File: src/pmam_defines.svh
`ifndef PMAM_DEFINES_SVH
`define PMAM_DEFINES_SVH
`define PMAM_OFS_COUNT_B 8'h48
`define PMAM_OFS_GPI_CTL 8'h4C
`define PMAM_OFS_RES_D 8'h50
`define PMAM_OFS_ACT_A 8'h54
`define PMAM_OFS_ACT_B 8'h58
`define PMAM_OFS_STATUS 8'h5C
`define PMAM_OFS_PMCTL 8'h60
`define PMAM_RST_WORD 32'h0000_0000
`define PMAM_SLICE_CLKS 9'h100
`define PMAM_WINDOW_SLICES 9'h100
`define PMAM_CLK_MHZ 250
`define PMAM_LOCK_US_SLOW 1000
`define PMAM_LOCK_US_FAST 8
`define PMAM_LOCK_CYC_SLOW (`PMAM_LOCK_US_SLOW * `PMAM_CLK_MHZ)
`define PMAM_LOCK_CYC_FAST (`PMAM_LOCK_US_FAST * `PMAM_CLK_MHZ)
`define PMAM_DUTY_PERIOD 8
`endif

File: src/pmam_pkg.sv
package pmam_pkg;
	typedef struct packed {
		logic [21:0] gpi;
		logic [7:0] dack;
		logic [15:0] irq;
		logic nmi;
		logic init;
		logic smi_in;
		logic wake;
		logic pwr_btn;
		logic lid;
		logic [3:0] range_hit;
	} pmam_evt_in_t;
	typedef struct packed {
		logic [13:0] monitor_evt;
		logic slow_burst_reload;
		logic fast_burst_reload;
		logic stop_break;
		logic standby_reload;
		logic idle8_reload;
	} pmam_evt_out_t;
	typedef enum logic [2:0] {
		PMAM_RUN = 3'b001,
		PMAM_STOPPED = 3'b010,
		PMAM_LOCK = 3'b100
	} pmam_cpu_state_t;
endpackage

File: src/pmam_top.sv
// Added by the designer: the Avalon-MM interface to the registers.
`timescale 1ns/1ps
`include "pmam_defines.svh"
module pmam_top
	import pmam_pkg::*;
#(
	parameter int LOCK_CYC_SLOW = `PMAM_LOCK_CYC_SLOW,
	parameter int LOCK_CYC_FAST = `PMAM_LOCK_CYC_FAST
) (
	input wire logic clk,
	input wire logic rst_n,
	input wire logic [7:0] avs_address,
	input wire logic avs_read,
	input wire logic avs_write,
	input wire logic [31:0] avs_writedata,
	input wire logic [3:0] avs_byteenable,
	output logic [31:0] avs_readdata,
	output logic avs_waitrequest,
	input wire pmam_evt_in_t evt_in,
	input wire logic [15:0] irq_mask,
	input wire logic pci_data_phase,
	input wire logic thermal_alarm_input,
	input wire logic smi_enabled,
	input wire logic clock_control_mode,
	input wire logic cpu_stopped,
	output pmam_evt_out_t evt_out,
	output logic [4:0] fast_burst_load_value,
	output logic fast_burst_lock_mode,
	output logic [4:0] bus_master_idle_load,
	output logic cpu_clock_stop_request,
	output logic cache_sleep_output,
	output logic system_management_interrupt,
	output logic lock_tick
);
	logic rs1_q, rs_q;
	always_ff @(posedge clk or negedge rst_n) begin
		if (!rst_n) begin
			rs1_q <= 1'b0;
			rs_q <= 1'b0;
		end else begin
			rs1_q <= 1'b1;
			rs_q <= rs1_q;
		end
	end

	// Pin inputs: three stages, change counts when stages 2 and 3 agree
	localparam int PW = $bits(pmam_evt_in_t) + 3;
	logic [PW-1:0] s1_q, s2_q, s3_q, cln_q;
	always_ff @(posedge clk or negedge rs_q) begin
		if (!rs_q) begin
			s1_q <= '0;
			s2_q <= '0;
			s3_q <= '0;
			cln_q <= '0;
		end else begin
			s1_q <= {evt_in, thermal_alarm_input, clock_control_mode,
				cpu_stopped};
			s2_q <= s1_q;
			s3_q <= s2_q;
			for (int i = 0; i < PW; i++) begin
				if (s2_q[i] == s3_q[i])
					cln_q[i] <= s3_q[i];
			end
		end
	end
	pmam_evt_in_t ev;
	logic therm_n, ccm, stopped;
	assign {ev, therm_n, ccm, stopped} = cln_q;

	logic [31:0] cntb_q, gp_input_control_q, resd_q, acta_q, actb_q;
	logic video_sts_q;
	logic video_evt;
	logic pmctl_rd;
	logic wait_q;
	function automatic logic [31:0] merge(input logic [31:0] o,
		input logic [31:0] n, input logic [3:0] be);
		logic [31:0] r;
		r = o;
		for (int b = 0; b < 4; b++)
			if (be[b])
				r[b*8 +: 8] = n[b*8 +: 8];
		return r;
	endfunction

	// One wait state: answer on second edge of a request
	assign pmctl_rd = avs_read && !wait_q &&
		(avs_address == `PMAM_OFS_PMCTL);
	always_ff @(posedge clk or negedge rs_q) begin
		if (!rs_q) begin
			wait_q <= 1'b0;
			avs_waitrequest <= 1'b1;
		end else begin
			wait_q <= (avs_read || avs_write) && !wait_q;
			avs_waitrequest <= !((avs_read || avs_write) && !wait_q);
		end
	end

	always_ff @(posedge clk or negedge rs_q) begin
		if (!rs_q) begin
			cntb_q <= `PMAM_RST_WORD;
			gp_input_control_q <= `PMAM_RST_WORD;
			resd_q <= `PMAM_RST_WORD;
			acta_q <= `PMAM_RST_WORD;
			actb_q <= `PMAM_RST_WORD;
		end else if (avs_write && wait_q) begin
			unique case (avs_address)
				`PMAM_OFS_COUNT_B:
					cntb_q <= merge(cntb_q, avs_writedata, avs_byteenable)
						& 32'h007C_FFFF;
				`PMAM_OFS_GPI_CTL:
					gp_input_control_q <= merge(gp_input_control_q, avs_writedata,
						avs_byteenable) & 32'h0FFF_FFFF;
				`PMAM_OFS_RES_D:
					resd_q <= merge(resd_q, avs_writedata, avs_byteenable)
						& 32'h007F_583F;
				`PMAM_OFS_ACT_A:
					acta_q <= merge(acta_q, avs_writedata, avs_byteenable);
				`PMAM_OFS_ACT_B:
					actb_q <= merge(actb_q, avs_writedata, avs_byteenable)
						& 32'h03FF_FF77;
				default: ;
			endcase
		end
	end

	// Set beats a same-cycle write-one clear
	always_ff @(posedge clk or negedge rs_q) begin
		if (!rs_q)
			video_sts_q <= 1'b0;
		else if (video_evt)
			video_sts_q <= 1'b1;
		else if (avs_write && wait_q && avs_byteenable[0] &&
			avs_address == `PMAM_OFS_STATUS && avs_writedata[0])
			video_sts_q <= 1'b0;
	end

	always_ff @(posedge clk or negedge rs_q) begin
		if (!rs_q)
			avs_readdata <= '0;
		else if (avs_read && !wait_q) begin
			unique case (avs_address)
				`PMAM_OFS_COUNT_B: avs_readdata <= cntb_q;
				`PMAM_OFS_GPI_CTL: avs_readdata <= gp_input_control_q;
				`PMAM_OFS_RES_D: avs_readdata <= resd_q;
				`PMAM_OFS_ACT_A: avs_readdata <= acta_q;
				`PMAM_OFS_ACT_B: avs_readdata <= actb_q;
				`PMAM_OFS_STATUS: avs_readdata <= {26'h0, therm_n,
					cpu_clock_stop_request, cache_sleep_output,
					fast_burst_lock_mode, stopped, video_sts_q};
				default: avs_readdata <= 32'h0000_0000;
			endcase
		end
	end

	always_ff @(posedge clk or negedge rs_q) begin
		if (!rs_q)
			system_management_interrupt <= 1'b0;
		else
			system_management_interrupt <= pmctl_rd && actb_q[25] &&
				smi_enabled;
	end

	// Fixed input mapping, index = monitor 1..13
	logic [13:1] gpi_raw;
	assign gpi_raw = {ev.gpi[21], ev.gpi[20], ev.gpi[19], ev.gpi[18],
		ev.gpi[4], ev.gpi[17], ev.gpi[16], ev.gpi[15], ev.gpi[14],
		ev.gpi[13], ev.gpi[0], ev.gpi[6], ev.gpi[5]};
	logic [13:1] gpi_act, gpi_prev_q, gpi_evt;
	assign gpi_act = gpi_raw ^ gp_input_control_q[25:13];
	always_ff @(posedge clk or negedge rs_q) begin
		if (!rs_q)
			gpi_prev_q <= '0;
		else
			gpi_prev_q <= gpi_act;
	end
	always_comb begin
		gpi_evt = gpi_act & gp_input_control_q[12:0];
		// Edge or level for 12 and 13
		if (gp_input_control_q[26])
			gpi_evt[12] = gpi_evt[12] && !gpi_prev_q[12];
		if (gp_input_control_q[27])
			gpi_evt[13] = gpi_evt[13] && !gpi_prev_q[13];
	end

	logic [13:0] mon;
	logic dma8;
	always_comb begin
		// Printer ack select, code 11 reserved
		unique case (resd_q[22:21])
			2'b00: dma8 = ev.dack[0];
			2'b01: dma8 = ev.dack[1];
			2'b10: dma8 = ev.dack[3];
			default: dma8 = 1'b0;
		endcase
		mon = {gpi_evt, 1'b0};
		mon[8] = mon[8] | (dma8 & resd_q[17]);
		mon[8] = mon[8] | (ev.range_hit[3] & resd_q[18]);
		mon[7] = mon[7] | (ev.range_hit[2] & resd_q[16]);
		mon[6] = mon[6] | (ev.range_hit[1] & resd_q[14]);
		mon[5] = mon[5] | (ev.range_hit[0] & resd_q[12]);
		mon[5] = mon[5] | (ev.dack[2] & resd_q[11]);
		mon[4] = mon[4] | |({ev.dack[7], ev.dack[6], ev.dack[5],
			ev.dack[3], ev.dack[1], ev.dack[0]} & resd_q[5:0]);
		mon[11] = mon[11] | (ev.irq[12] & resd_q[20]) |
			(ev.irq[1] & resd_q[19]);
		mon[11] = mon[11] | (video_evt & actb_q[24]);
	end

	logic [15:0] irq_on;
	logic irq_grp, brst, slow_r, fast_r, stdby;
	logic [13:0] bmon;
	assign irq_on = ev.irq & ~irq_mask;
	assign irq_grp = |{irq_on[15:9], irq_on[7:3], irq_on[1], ev.nmi,
		ev.init};
	always_comb begin
		bmon = mon & acta_q[27:14];
		slow_r = bmon[5] & !acta_q[31] | bmon[3] & !acta_q[30] |
			bmon[2] & !acta_q[29] | bmon[1] & !acta_q[28];
		fast_r = bmon[5] & acta_q[31] | bmon[3] & acta_q[30] |
			bmon[2] & acta_q[29] | bmon[1] & acta_q[28];
		brst = (irq_on[8] & actb_q[5]) |
			(|{ev.smi_in, ev.wake, ev.pwr_btn, ev.lid} & actb_q[4]) |
			(irq_grp & actb_q[1]) | (irq_on[0] & actb_q[0]);
		stdby = |(mon & acta_q[13:0]) | (irq_grp & actb_q[6]) |
			((ev.irq[1] | ev.irq[12]) & actb_q[2]);
	end

	// One reload per cycle however many sources
	always_ff @(posedge clk or negedge rs_q) begin
		if (!rs_q)
			evt_out <= '0;
		else begin
			evt_out.monitor_evt <= mon;
			evt_out.slow_burst_reload <= slow_r;
			evt_out.fast_burst_reload <= fast_r | brst;
			evt_out.stop_break <= |bmon | brst;
			evt_out.standby_reload <= stdby;
			evt_out.idle8_reload <= mon[8];
		end
	end

	pmam_cpu_state_t cst_q;
	logic [31:0] tick_cnt_q;
	logic [31:0] tick_lim;
	assign tick_lim = cntb_q[5] ? LOCK_CYC_FAST : LOCK_CYC_SLOW;
	always_ff @(posedge clk or negedge rs_q) begin
		if (!rs_q)
			cst_q <= PMAM_RUN;
		else begin
			unique case (cst_q)
				PMAM_RUN: if (stopped) cst_q <= PMAM_STOPPED;
				PMAM_STOPPED: if (!stopped) cst_q <= PMAM_LOCK;
				PMAM_LOCK: if (stopped) cst_q <= PMAM_STOPPED;
					else if (cntb_q[10:6] == 5'h00 ||
					fast_r) cst_q <= PMAM_RUN;
			endcase
		end
	end
	always_ff @(posedge clk or negedge rs_q) begin
		if (!rs_q) begin
			tick_cnt_q <= '0;
			lock_tick <= 1'b0;
		end else if (cst_q != PMAM_LOCK) begin
			tick_cnt_q <= '0;
			lock_tick <= 1'b0;
		end else if (tick_cnt_q >= tick_lim - 32'd1) begin
			tick_cnt_q <= '0;
			lock_tick <= 1'b1;
		end else begin
			tick_cnt_q <= tick_cnt_q + 32'd1;
			lock_tick <= 1'b0;
		end
	end
	always_ff @(posedge clk or negedge rs_q) begin
		if (!rs_q) begin
			fast_burst_load_value <= '0;
			fast_burst_lock_mode <= 1'b0;
			bus_master_idle_load <= '0;
		end else begin
			fast_burst_lock_mode <= (cst_q == PMAM_LOCK);
			fast_burst_load_value <= (cst_q == PMAM_LOCK) ?
				cntb_q[10:6] : cntb_q[4:0];
			bus_master_idle_load <= cntb_q[22:18];
		end
	end

	// Duty eighths; code zero leaves clock running
	logic [2:0] duty_ph_q;
	logic eighth_q;
	logic [7:0] div_q;
	always_ff @(posedge clk or negedge rs_q) begin
		if (!rs_q) begin
			div_q <= '0;
			eighth_q <= 1'b0;
			duty_ph_q <= '0;
			cpu_clock_stop_request <= 1'b0;
		end else begin
			div_q <= div_q + 8'd1;
			eighth_q <= (div_q == 8'hFF);
			if (eighth_q)
				duty_ph_q <= duty_ph_q + 3'd1;
			cpu_clock_stop_request <= !therm_n &&
				(duty_ph_q < cntb_q[13:11]);
		end
	end

	// Cache sleep only in clock control and enabled
	always_ff @(posedge clk or negedge rs_q) begin
		if (!rs_q)
			cache_sleep_output <= 1'b0;
		else
			cache_sleep_output <= cntb_q[14] && ccm && stopped &&
				!(|bmon) && !brst;
	end

	logic [8:0] clk_in_slice_q, slices_q;
	logic [8:0] phases_q;
	logic [8:0] counted_q;
	logic slice_end, slice_hit;
	assign slice_end = (clk_in_slice_q == `PMAM_SLICE_CLKS - 9'd1);
	// Last clock of the slice counts too
	assign slice_hit = (phases_q + {8'h00, pci_data_phase}) >
		{1'b0, actb_q[15:8]};
	always_ff @(posedge clk or negedge rs_q) begin
		if (!rs_q) begin
			clk_in_slice_q <= '0;
			phases_q <= '0;
			slices_q <= '0;
			counted_q <= '0;
		end else begin
			clk_in_slice_q <= slice_end ? 9'd0 : clk_in_slice_q + 9'd1;
			if (slice_end)
				phases_q <= '0;
			else if (pci_data_phase)
				phases_q <= phases_q + 9'd1;
			if (slice_end) begin
				if (slices_q == `PMAM_WINDOW_SLICES - 9'd1) begin
					slices_q <= '0;
					counted_q <= '0;
				end else begin
					slices_q <= slices_q + 9'd1;
					counted_q <= counted_q + {8'h00, slice_hit};
				end
			end
		end
	end
	assign video_evt = slice_end &&
		(slices_q == `PMAM_WINDOW_SLICES - 9'd1) &&
		((counted_q + {8'h00, slice_hit}) >= {1'b0, actb_q[23:16]});
endmodule // pmam_top

File: config.mk
export PLATFORM = sky130hd
export DESIGN_NAME = pmam_top
export DESIGN_NICKNAME = d
export VERILOG_FILES = /design/src/pmam_pkg.sv /design/src/pmam_top.sv
export VERILOG_INCLUDE_DIRS = /design/src
export SDC_FILE = /design/constraint.sdc
export NUM_CORES = 1
export LEC_CHECK = 0
export CAP_MARGIN = 40
export CORE_MARGIN = 2
export CORE_UTILIZATION = 52
export CTS_CLUSTER_DIAMETER = 30
export CTS_CLUSTER_SIZE = 40
export DETAILED_ROUTE_END_ITERATION = 12
export DONT_BUFFER_PORTS = 1
export GPL_ROUTABILITY_DRIVEN = 0
export PLACE_DENSITY_LB_ADDON = 0.1
export REMOVE_ABC_BUFFERS = 1
export SYNTH_ARGS = -nofsm -noshare
export SYNTH_HDL_FRONTEND = slang
export SYNTH_SLANG_ARGS = --single-unit
File: constraint.sdc
create_clock -name clk -period 14 [get_ports clk]
set_input_delay 0.7 -clock clk [delete_from_list [all_inputs] [get_ports clk]]
set_output_delay 0.7 -clock clk [all_outputs]
set_load 0.05 [all_outputs]
==> metrics.md, run 1 <==
| Metric | Value |
|---|---|
| Synth cell types | 71 |
| Worst Path Required | 14.49 ns |
| Top_reg_cell synth | dfrtp_1 |
| Vias | 11100 |
| Count leader, synth | dfrtp_1 |
| Placed cell area | 18600 um2 |
| M2 GR Usage | 0.381 |
| Final WL | 42900 um |
| Remaining global-route overflow | 0 |
| M3 GR Usage | 0.0799 |
| Sequential fraction of the synthesis area | 0.651 |
| Global-route wire length before repair | 66900 um |
| Routing usage on met1 | 0.335 |
| Crit-path max FO | 6 |
| Drt wl/cell | 21.8 um |
| PwrDens | 178 nW/um2 |
| Slew Limit Fails | 0 |
| Initial Util | 0.523 |
| Grt peak-use layer | met2 |
| Sequential standard cell area | 11700 um2 |
| Max-Cap Viols | 0 |
| Pre-CTS WS | 8.78 ns |
| Peak supply drop | 0.127 mV |
| Clk Latency, worst-skew pair | 0.61 ns |
| Post-synthesis register bit count | 467 |
| Non-Filler Instances | 1965 |
| IO buf count | 0 |
| Filler cell count | 2567 |
| Area delta synth->final | 22.3% |
| Row cnt | 68 |
| Largest net degree at the start of global routing | 73 |
| ANT cells | 0 |
| Post-synth top area share | 0.649 |
| ANT nets after route | 0 |
| Vias in the first global route | 11600 |
| Drt first-iter violations | 691 |
| Unrepaired setup endpoints after global routing | no |
| Hold crit path type | in2reg |
| Layout cells sized above 1 | 0.214 |
| Slew @ Worst Pin | 0.873 ns |
| Pre-Repair DR Iteration Count | 6 |
| Mapped Cells | 1337 |
| Die area | 36000 um2 |
| Final period util | 0.360 |
| Die Wd | 190 um |
| Max Fclk | 198 MHz |
| Final Hold Viols | 0 |
| Kind of critical path | reg2reg |
| Final TNS setup | 0 ns |
| Max_slew headroom | 0.419 |
| Area leader, netlist | dfrtp_1 |
| Root buf cell | clkbuf_16 |
| Pleak | 10.2 nW |
| WP data arrival | 5.53 ns |
| H-Tree Depth | 3 |
| Initial antenna violation count | 0 |
| Multi-input gate area | 5980 um2 |
| Core ar. | 34300 um2 |
| Warnings, synthesis | 0 |
| Setup Skew | 0.0237 ns |
| Placed cell count | 1790 |
| Period minus WS final | 5.05 ns |
| CP Capture Type | flop |
| CTS clk-pin slew, worst paths | 0.06 ns |
| CTS Buf Count | 92 |
| Fin nets | 1593 |
| EDFF count, synth | 0 |
| Post-synth top cells | 465 x dfrtp_1, 120 x nand2_1, 104 x mux2_2 |
| Post-synth ARST share | 1.00 |
| Crit path launch type | flop |
| CTS Buffer Depth | 3 |
| I/O Pins | 192 |
| Worst setup margin | 8.95 ns |
| Post-CTS Hold Buffers | 1 |
| Syn Area/Cell | 13.4 um2 |
| Synth area leaders | dfrtp_1 65%, mux2_2 6.5%, maj3_1 2.7%, ha_1 2.6%, nand2_1 2.5% |
| Setup violations, final | 0 |
| Status | completed |
| CTS-repair resized insts | 0 |
| DRC | 0 |
| Die Ht | 190 um |
| Routed vias/inst | 5.65 |
| Clock sink count | 467 |
| GRT Util Overall | 0.248 |
| # Post-CTS Setup Buffers | 0 |
| CTS tree | built |
| DP HPWL | 29500 um |
| Post-Layout Inst Area | 21900 um2 |
| Mapped Area | 17900 um2 |
[logic make-up (layout without fill, tap and decap cells)]
kind of cell               count (synthesis)  in the layout  synth area share
DFF                                      467            467             0.651
and+or+nand+nor                          322            322            0.0930
xor gates and xnor gates                  69             69            0.0337
buffers and inverters                     78            238            0.0185
other                                      2             15          0.000419
AOI/OAI and AO/OA                        193            193            0.0748
muxes                                    120            120            0.0749
adders and majority gates                 86             86            0.0533
[final timing paths]
check | start | end | slack (ns) | cells past startpoint
max | phases_q[0] | cache_sleep_output | 8.95 | 21
min | evt_in[40] | s1_q[43] | 0.11 | 0
max reg2reg | phases_q[0] | cache_sleep_output | 8.95 | 21
min reg2reg | s1_q[7] | s2_q[7] | 0.34 | 0
max in group asynchronous | rs_q | fast_burst_load_value[1] | 10.67 | 3
min in group asynchronous | rst_n | rs_q | 0.34 | 1
[final cells by class]
class | instances | area share
sequential | 467 | 0.533
multi-input combinational | 805 | 0.273
clock buffer | 113 | 0.116
clock inverter | 61 | 0.0347
tap | 455 | 0.0259
timing repair buffer | 20 | 0.0102
inverter | 44 | 0.00753
[state kept, by name, indices dropped and copies added, names as in the netlist, 2 cells and up]
signal and flops:
evt_out 17, cntb_q 21, phases_q 9, tick_cnt_q 32, acta_q 32, actb_q 24
gpi_prev_q 2, gp_input_control_q 28, s3_q 48, avs_readdata 32, counted_q 9, cln_q 48
slices_q 9, fast_burst_load_value 5, s1_q 48, div_q 8, duty_ph_q 3, s2_q 48
resd_q 16, cst_q 3, clk_in_slice_q 9, bus_master_idle_load 5
[metrics by stage]
step	total power, mW	util	hold WS (ns)
5_1_grt	4.03	0.640	0.0873
4_1_cts	3.93	0.640	0.0877
3_3_place_gp	1.63	0.540	0.332
3_5_place_dp	1.64	0.543	0.335
6_report	3.90	0.640	0.115
2_1_floorplan	1.59	-	0.331
[power breakdown]
part / switching, mW / total [mW] / internal [mW] / leakage, nW
registers: 0.0682 / 1.48 / 1.41 / 5.89
clock network: 0.759 / 2.28 / 1.52 / 1.57
logic: 0.0825 / 0.139 / 0.0562 / 2.69
[metal layers]
layer / up-vias / routed length, um
met5: - / 0
met4: 0 / 1090
met3: 82 / 3550
met2: 378 / 20000
met1: 5658 / 18200
li1: 4985 / -
[cells in the final DEF, fill, tap and decap left out, types with 13 or more instances in the layout]
cell type / Yosys / final
a222oi_1: 14 / 14
nand2_1: 120 / 120
xnor2_1: 23 / 23
buf_4: 2 / 14
inv_1: 43 / 43
a21oi_1: 22 / 22
xor2_1: 46 / 46
clkinvlp_4: 0 / 15
nor3_1: 24 / 23
nand4_1: 21 / 21
dfrtp_1: 465 / 464
o21ai_0: 51 / 51
nor2_2: 13 / 13
a221oi_1: 14 / 14
mux2_2: 104 / 104
nand3_1: 33 / 33
mux2i_1: 15 / 15
ha_1: 38 / 38
conb_1: 2 / 15
maj3_1: 48 / 48
clkbuf_16: 0 / 95
nor2_1: 40 / 40
[worst max-delay path, cell delays in order (launching register included)]
cell	delay, ns
dfrtp_1	0.42
ha_1	0.18
ha_1	0.22
nand3_1	0.11
xnor2_1	0.14
ha_1	0.30
nand3_1	0.10
o22ai_1	0.16
nor2_1	0.05
o21a_1	0.17
o21ai_0	0.51
ha_1	0.32
ha_1	0.28
nand2_1	0.09
xnor2_1	0.21
ha_1	0.30
a211oi_1	0.21
o211ai_1	0.12
o221ai_1	0.16
a311o_1	0.26
o21ai_1	0.21
a2111oi_2	0.41
No activity file was read; power rests on OpenSTA's default activity.
==> inputs of run 2 (changes only) <==
==> constraint.sdc (replaced) <==
create_clock -name clk -period 4.2 [get_ports clk]
set_input_delay 0.21 -clock clk [delete_from_list [all_inputs] [get_ports clk]]
set_output_delay 0.21 -clock clk [all_outputs]
set_load 0.05 [all_outputs]
==> metrics.md, run 2 (same netlist as run 1, synthesis figures left out) <==
| Metric | Value |
|---|---|
| Power Internal | 10.2 mW (+240%) |
| Largest net degree at the start of global routing | 116 (+59%) |
| Placed cell area | 18700 um2 (+0.36%) |
| Max Fclk | 243 MHz (+22%) |
| Commonest non-fill, non-tap cell in the layout | dfrtp_1 |
| Switch share | 0.228 (-0.00521) |
| PwrDens | 569 nW/um2 (+220%) |
| Multi-input gate area | 6210 um2 (+3.8%) |
| I/O Pins | 192 (unchanged) |
| Worst setup margin | 0.0765 ns (-8.88 ns) |
| Initial Util | 0.523 (unchanged) |
| Max_slew headroom | 0.420 (+0.00182) |
| Final WL | 45400 um (+6.0%) |
| Fin nets | 1701 (+6.8%) |
| Commonest non-fill, non-tap cells in the layout | 463 x dfrtp_1, 118 x nand2_1, 104 x mux2_2 |
| Final Hold Viols | 0 (unchanged) |
| Layout cells sized above 1 | 0.229 (+0.0151) |
| Peak supply drop | 0.411 mV (+220%) |
| Core ar. | 34300 um2 (unchanged) |
| Die Ht | 190 um (unchanged) |
| Setup violations, final | 0 (unchanged) |
| DP HPWL | 30000 um (+1.7%) |
| Initial antenna violation count | 5 (+5) |
| Post-layout util | 0.677 (+0.0368) |
| Worst Path Required | 4.69 ns (-9.80 ns) |
| Area delta synth->final | 29.3% |
| ANT nets after route | 0 (unchanged) |
| Global-route wire length before repair | 70500 um (+5.5%) |
| Pre-Repair DR Iteration Count | 5 (-1) |
| Clock sink count | 467 (unchanged) |
| Kind of critical path | reg2reg |
| Vias | 11700 (+5.0%) |
| CTS Buf Count | 91 (-1.1%) |
| Remaining global-route overflow | 0 (unchanged) |
| CTS Buffer Depth | 3 (unchanged) |
| Post-Layout Inst Area | 23200 um2 (+5.8%) |
| Hold crit path type | in2reg |
| Drt wl/cell | 21.9 um (+0.51%) |
| Unrepaired setup endpoints after global routing | yes |
| DRC | 0 (unchanged) |
| Max-Cap Viols | 0 (unchanged) |
| GRT Util Overall | 0.260 (+0.0119) |
| Final TNS setup | 0 ns (unchanged) |
| Die area | 36000 um2 (unchanged) |
| H-Tree Depth | 3 (unchanged) |
| Drt first-iter violations | 846 (+22%) |
| WP data arrival | 4.62 ns (-0.91 ns) |
| Total power | 13.2 mW (+240%) |
| IO buf count | 0 (unchanged) |
| Pre-CTS WS | -0.175 ns (-8.96 ns) |
| CTS tree | built |
| Root buf cell | clkbuf_16 |
| Final period util | 0.982 (+0.621) |
| Vias in the first global route | 12100 (+5.1%) |
| Slew @ Worst Pin | 0.870 ns (-0.00274 ns) |
| Comb pwr share | 0.051 (+0.015) |
| Status | completed |
| Filler cell count | 2447 (-4.7%) |
| Clk Latency, worst-skew pair | 0.60 ns (about the same) |
| Psw | 3.01 mW (+230%) |
| CTS clk-pin slew, worst paths | 0.05 ns (about the same) |
| Pleak | 10.7 nW (+5.2%) |
| Sequential standard cell area | 11700 um2 (about the same) |
| Routed vias/inst | 5.63 (-0.45%) |
| Sequential share of power | 0.374 (-0.006) |
| Crit path launch type | flop |
| Crit-path max FO | 4 (-2) |
| Clk network pwr share | 0.575 (-0.009) |
| CP Capture Type | flop |
| Setup Skew | 0.0204 ns (-0.00336 ns) |
| Row cnt | 68 (unchanged) |
| Period minus WS final | 4.12 ns (-0.922 ns) |
| Die Wd | 190 um (unchanged) |
| Slew Limit Fails | 0 (unchanged) |
==> run 2: cell count changes in the layout (fill, tap and decap cells not counted), moves of 7 or more <==
cell	delta
buf_4	+14
dlygate4sd3_1	+91
ha_1	-7
nand3_1	-7
==> run 2: through the flow <==
stage               hold slack [ns]  cells
detailed placement          -0.0855   1802
CTS                          0.0144   2066
global route                 0.0353   2073
global placement            -0.0855   1801
floorplan                   -0.0856   1316
finish                       0.0431   2073
==> run 2: timing repair <==
item	CTS	global route
endpoints found under the hold margin	185	0
hold buffers	92	0
pin swaps	5	31
gates resized for setup	12	36
endpoints found under the setup margin	4	5
buffers inserted	1	5
==> run 2: metal layers <==
layer  vias up  wire length [um]  track usage
met3        94              3380       0.0745
met1      5925             19800        0.357
li1       5203                 -            -
met2       435             20800        0.396
met4         4              1360       0.0975
met5         -                27            0
==> run 2: path summary, 6_finish.rpt <==
kind / endpoint / slack, ns / depth (start not counted) / from
max reg2reg: cache_sleep_output / 0.08 / 22 / phases_q[0]
max in group asynchronous: div_q[3] / 2.71 / 1 / rs_q
min: cntb_q[5] / 0.04 / 3 / avs_address[4]
max: cache_sleep_output / 0.08 / 22 / phases_q[0]
min reg2reg: s2_q[52] / 0.33 / 0 / rs_q
min in group asynchronous: s2_q[52] / 0.33 / 0 / rs_q
==> run 2: area by class of cell <==
class                           count  share of cell area
Inverter                           44             0.00712
Multi-Input combinational cell    805               0.268
Sequential cell                   467               0.504
Tap cell                          455              0.0245
Clock inverter                     53              0.0304
Clock buffer                      118               0.112
Timing Repair Buffer              129              0.0544
Antenna cell                        2            0.000216
==> run 2: power groups by stage <==
stage | logic, mW | clock network [mW] | registers (mW)
2_1_floorplan | 0.289 | 0 | 5.01
3_3_place_gp | 0.513 | 0 | 4.98
3_5_place_dp | 0.529 | 0 | 4.99
4_1_cts | 0.635 | 7.69 | 4.93
5_1_grt | 0.748 | 7.94 | 4.96
6_report | 0.675 | 7.59 | 4.93
==> run 2: critical path, cell delays in order (launching register included) <==
cell       delay (ns)
dfrtp_1          0.37
ha_2             0.21
ha_4             0.17
nand3_4          0.07
xnor2_2          0.15
ha_1             0.31
inv_1            0.05
o22ai_1          0.16
nor2_1           0.06
o21a_1           0.17
o21ai_2          0.12
buf_6            0.12
ha_4             0.13
buf_4            0.11
nand2_2          0.05
nor2_4           0.12
xor2_1           0.24
ha_2             0.32
o21a_1           0.18
o221ai_2         0.16
a311o_1          0.29
o21ai_4          0.10
a2111oi_2        0.37
==> inputs of run 3 (changes only) <==
==> constraint.sdc (replaced) <==
create_clock -name clk -period 5.2 [get_ports clk]
set_input_delay 0.26 -clock clk [delete_from_list [all_inputs] [get_ports clk]]
set_output_delay 0.26 -clock clk [all_outputs]
set_load 0.05 [all_outputs]
==> metrics.md, run 3 (same netlist as run 1, synthesis figures left out) <==
| Metric | Value |
|---|---|
| Commonest non-fill, non-tap cell in the layout | dfrtp_1 |
| Setup Skew | 0.0218 ns (+0.00138 ns) |
| Max-Cap Viols | 0 (unchanged) |
| H-Tree Depth | 3 (unchanged) |
| Drt wl/cell | 21.3 um (-2.6%) |
| Power Internal | 8.02 mW (-21%) |
| Kind of critical path | reg2reg |
| Hold WS | 0.0414 ns (-0.00164 ns) |
| # Post-CTS Setup Buffers | 0 (-1) |
| Vias | 11300 (-3.0%) |
| Psw | 2.38 mW (-21%) |
| Fin nets | 1674 (-1.6%) |
| Die area | 36000 um2 (unchanged) |
| Pre-Repair DR Iteration Count | 8 (+3) |
| CP Capture Type | flop |
| DP HPWL | 29100 um (-3.1%) |
| Die Ht | 190 um (unchanged) |
| Layout cells sized above 1 | 0.195 (-0.0335) |
| Root buf cell | clkbuf_16 |
| Placed cell area | 18600 um2 (-0.56%) |
| Max_slew headroom | 0.336 (-0.0842) |
| Reg2reg path depth | 21 (-4.5%) |
| Pre-CTS WS | 0.214 ns (+0.389 ns) |
| Slowest CP cell | dfrtp_1 |
| Sequential share of power | 0.383 (+0.009) |
| ANT nets after route | 0 (unchanged) |
| Vias in the first global route | 11900 (-2.1%) |
| IO buf count | 0 (unchanged) |
| Crit path launch type | flop |
| Slew Limit Fails | 0 (unchanged) |
| Routed vias/inst | 5.54 (-1.5%) |
| CP Cell Sequence | ha_1, ha_1, nand3_1, xnor2_1, ha_1, nand3_1, o22ai_1, nor2_1, o21a_1, o21ai_1, ha_1, ha_2, nand2_1, xnor2_1, ha_1, a211oi_1, o211ai_1, o221ai_1, a311o_1, o21ai_1, a2111oi_2 |
| Area delta synth->final | 26.4% |
| Initial Util | 0.523 (unchanged) |
| Max stage delay on crit path | 0.42 ns (+0.05 ns) |
| Final WL | 43600 um (-4.1%) |
| DRC | 0 (unchanged) |
| Final period util | 0.923 (-0.0591) |
| Clk network pwr share | 0.574 (about the same) |
| Post-Layout Inst Area | 22700 um2 (-2.3%) |
| CTS Buf Count | 89 (-2.2%) |
| Total power | 10.4 mW (-21%) |
| Global-route wire length before repair | 68500 um (-2.9%) |
| Switch share | 0.229 (+0.000851) |
| Crit-path max FO | 6 (+2) |
| Drt first-iter violations | 731 (-14%) |
| Clk Latency, worst-skew pair | 0.60 ns (about the same) |
| Peak supply drop | 0.448 mV (+8.9%) |
| Worst setup margin | 0.402 ns (+0.326 ns) |
| Period minus WS final | 4.80 ns (+0.674 ns) |
| Worst Path Required | 5.69 ns (+1.00 ns) |
| Status | completed |
| Delay-heaviest family, CP | compound AO/OA/AOI/OAI gates |
| Filler cell count | 2502 (+2.2%) |
| Row cnt | 68 (unchanged) |
| Initial antenna violation count | 3 (-2) |
| Slew @ Worst Pin | 0.996 ns (+0.126 ns) |
| Remaining global-route overflow | 0 (unchanged) |
| Max Fclk | 208 MHz (-14%) |
| Unrepaired setup endpoints after global routing | no |
| PwrDens | 459 nW/um2 (-19%) |
| CP bufs+invs | 0 (-3) |
| Core ar. | 34300 um2 (unchanged) |
| Comb pwr share | 0.043 (-0.008) |
| Commonest non-fill, non-tap cells in the layout | 464 x dfrtp_1, 120 x nand2_1, 104 x mux2_2 |
| Clock sink count | 467 (unchanged) |
| Setup violations, final | 0 (unchanged) |
| Die Wd | 190 um (unchanged) |
| Pleak | 10.4 nW (-2.3%) |
| GRT Util Overall | 0.251 (-0.00821) |
| Hold path cells | 3 (unchanged) |
| CTS clk-pin slew, worst paths | 0.05 ns (about the same) |
| I/O Pins | 192 (unchanged) |
| CP dominant cell by count | ha_1 |
| Crit path depth | 21 (-4.5%) |
| Final Hold Viols | 0 (unchanged) |
| Largest net degree at the start of global routing | 178 (+53%) |
| Hold crit path type | in2reg |
| WP data arrival | 5.29 ns (+0.67 ns) |
| CTS tree | built |
| CTS Buffer Depth | 3 (unchanged) |
## run 3: changes by cell type in the layout (fill, tap and decap cells not counted), moves of 4 or more
cell	delta
buf_4	-18
buf_6	-4
clkbuf_8	-6
clkinv_2	-4
ha_1	+6
ha_4	-5
nand3_1	+7
nand3_2	-6
xnor2_1	+4
## run 3: worst paths after layout
check / endpoint / slack [ns] / from
min: phases_q[3] / 0.04 / pci_data_phase
min in group asynchronous: s2_q[3] / 0.18 / rs_q
min reg2reg: s2_q[3] / 0.18 / rs_q
max in group asynchronous: counted_q[5] / 3.76 / rs_q
max: cache_sleep_output / 0.40 / phases_q[0]
max reg2reg: cache_sleep_output / 0.40 / phases_q[0]
## run 3: cell type report
type	instances	area [um2]	share of cell area
Antenna cell	1	2.50	0.000110
Clock buffer	114	2540	0.112
Clock inverter	52	649	0.0286
Inverter	44	165	0.00729
Multi-Input combinational cell	805	5990	0.264
Sequential cell	467	11700	0.516
Tap cell	455	569	0.0251
Timing Repair Buffer	104	1070	0.0470
## run 3: tightest hold or removal path, cell delays in order
cell     delay [ns]
nand4_1        0.15
xor2_1         0.09
nor2_1         0.09
## run 3: through the flow
stage               std cells   util  setup TNS, ns
floorplan                1316      -       -4073.09
global placement         1783  0.540              0
detailed placement       1786  0.542              0
CTS                      2041  0.661              0
global route             2042  0.661              0
finish                   2042  0.661              0
## run 3: routing by layer
layer | track usage | part of all wire | wire length (um) | vias to the layer above
li1 | - | - | - | 5146
met1 | 0.341 | 0.43 | 18800 | 5695
met2 | 0.376 | 0.46 | 19900 | 391
met3 | 0.0814 | 0.083 | 3630 | 81
met4 | 0.104 | 0.029 | 1260 | 4
met5 | 0 | 0.00050 | 22 | -
## run 3: power by group through the flow
stage	clock network [mW]	registers, mW	logic (mW)
after floorplan	0	4.04	0.233
after global placement	0	4.03	0.365
after detailed placement	0	4.04	0.383
after CTS	6.06	3.98	0.455
after global routing	6.26	4.00	0.510
final	5.97	3.98	0.446
## run 3: repair_timing
item	CTS	global route
resized for setup	0	2
hold buffers	89	0
setup endpoints to repair	0	3
hold endpoints to repair	178	0
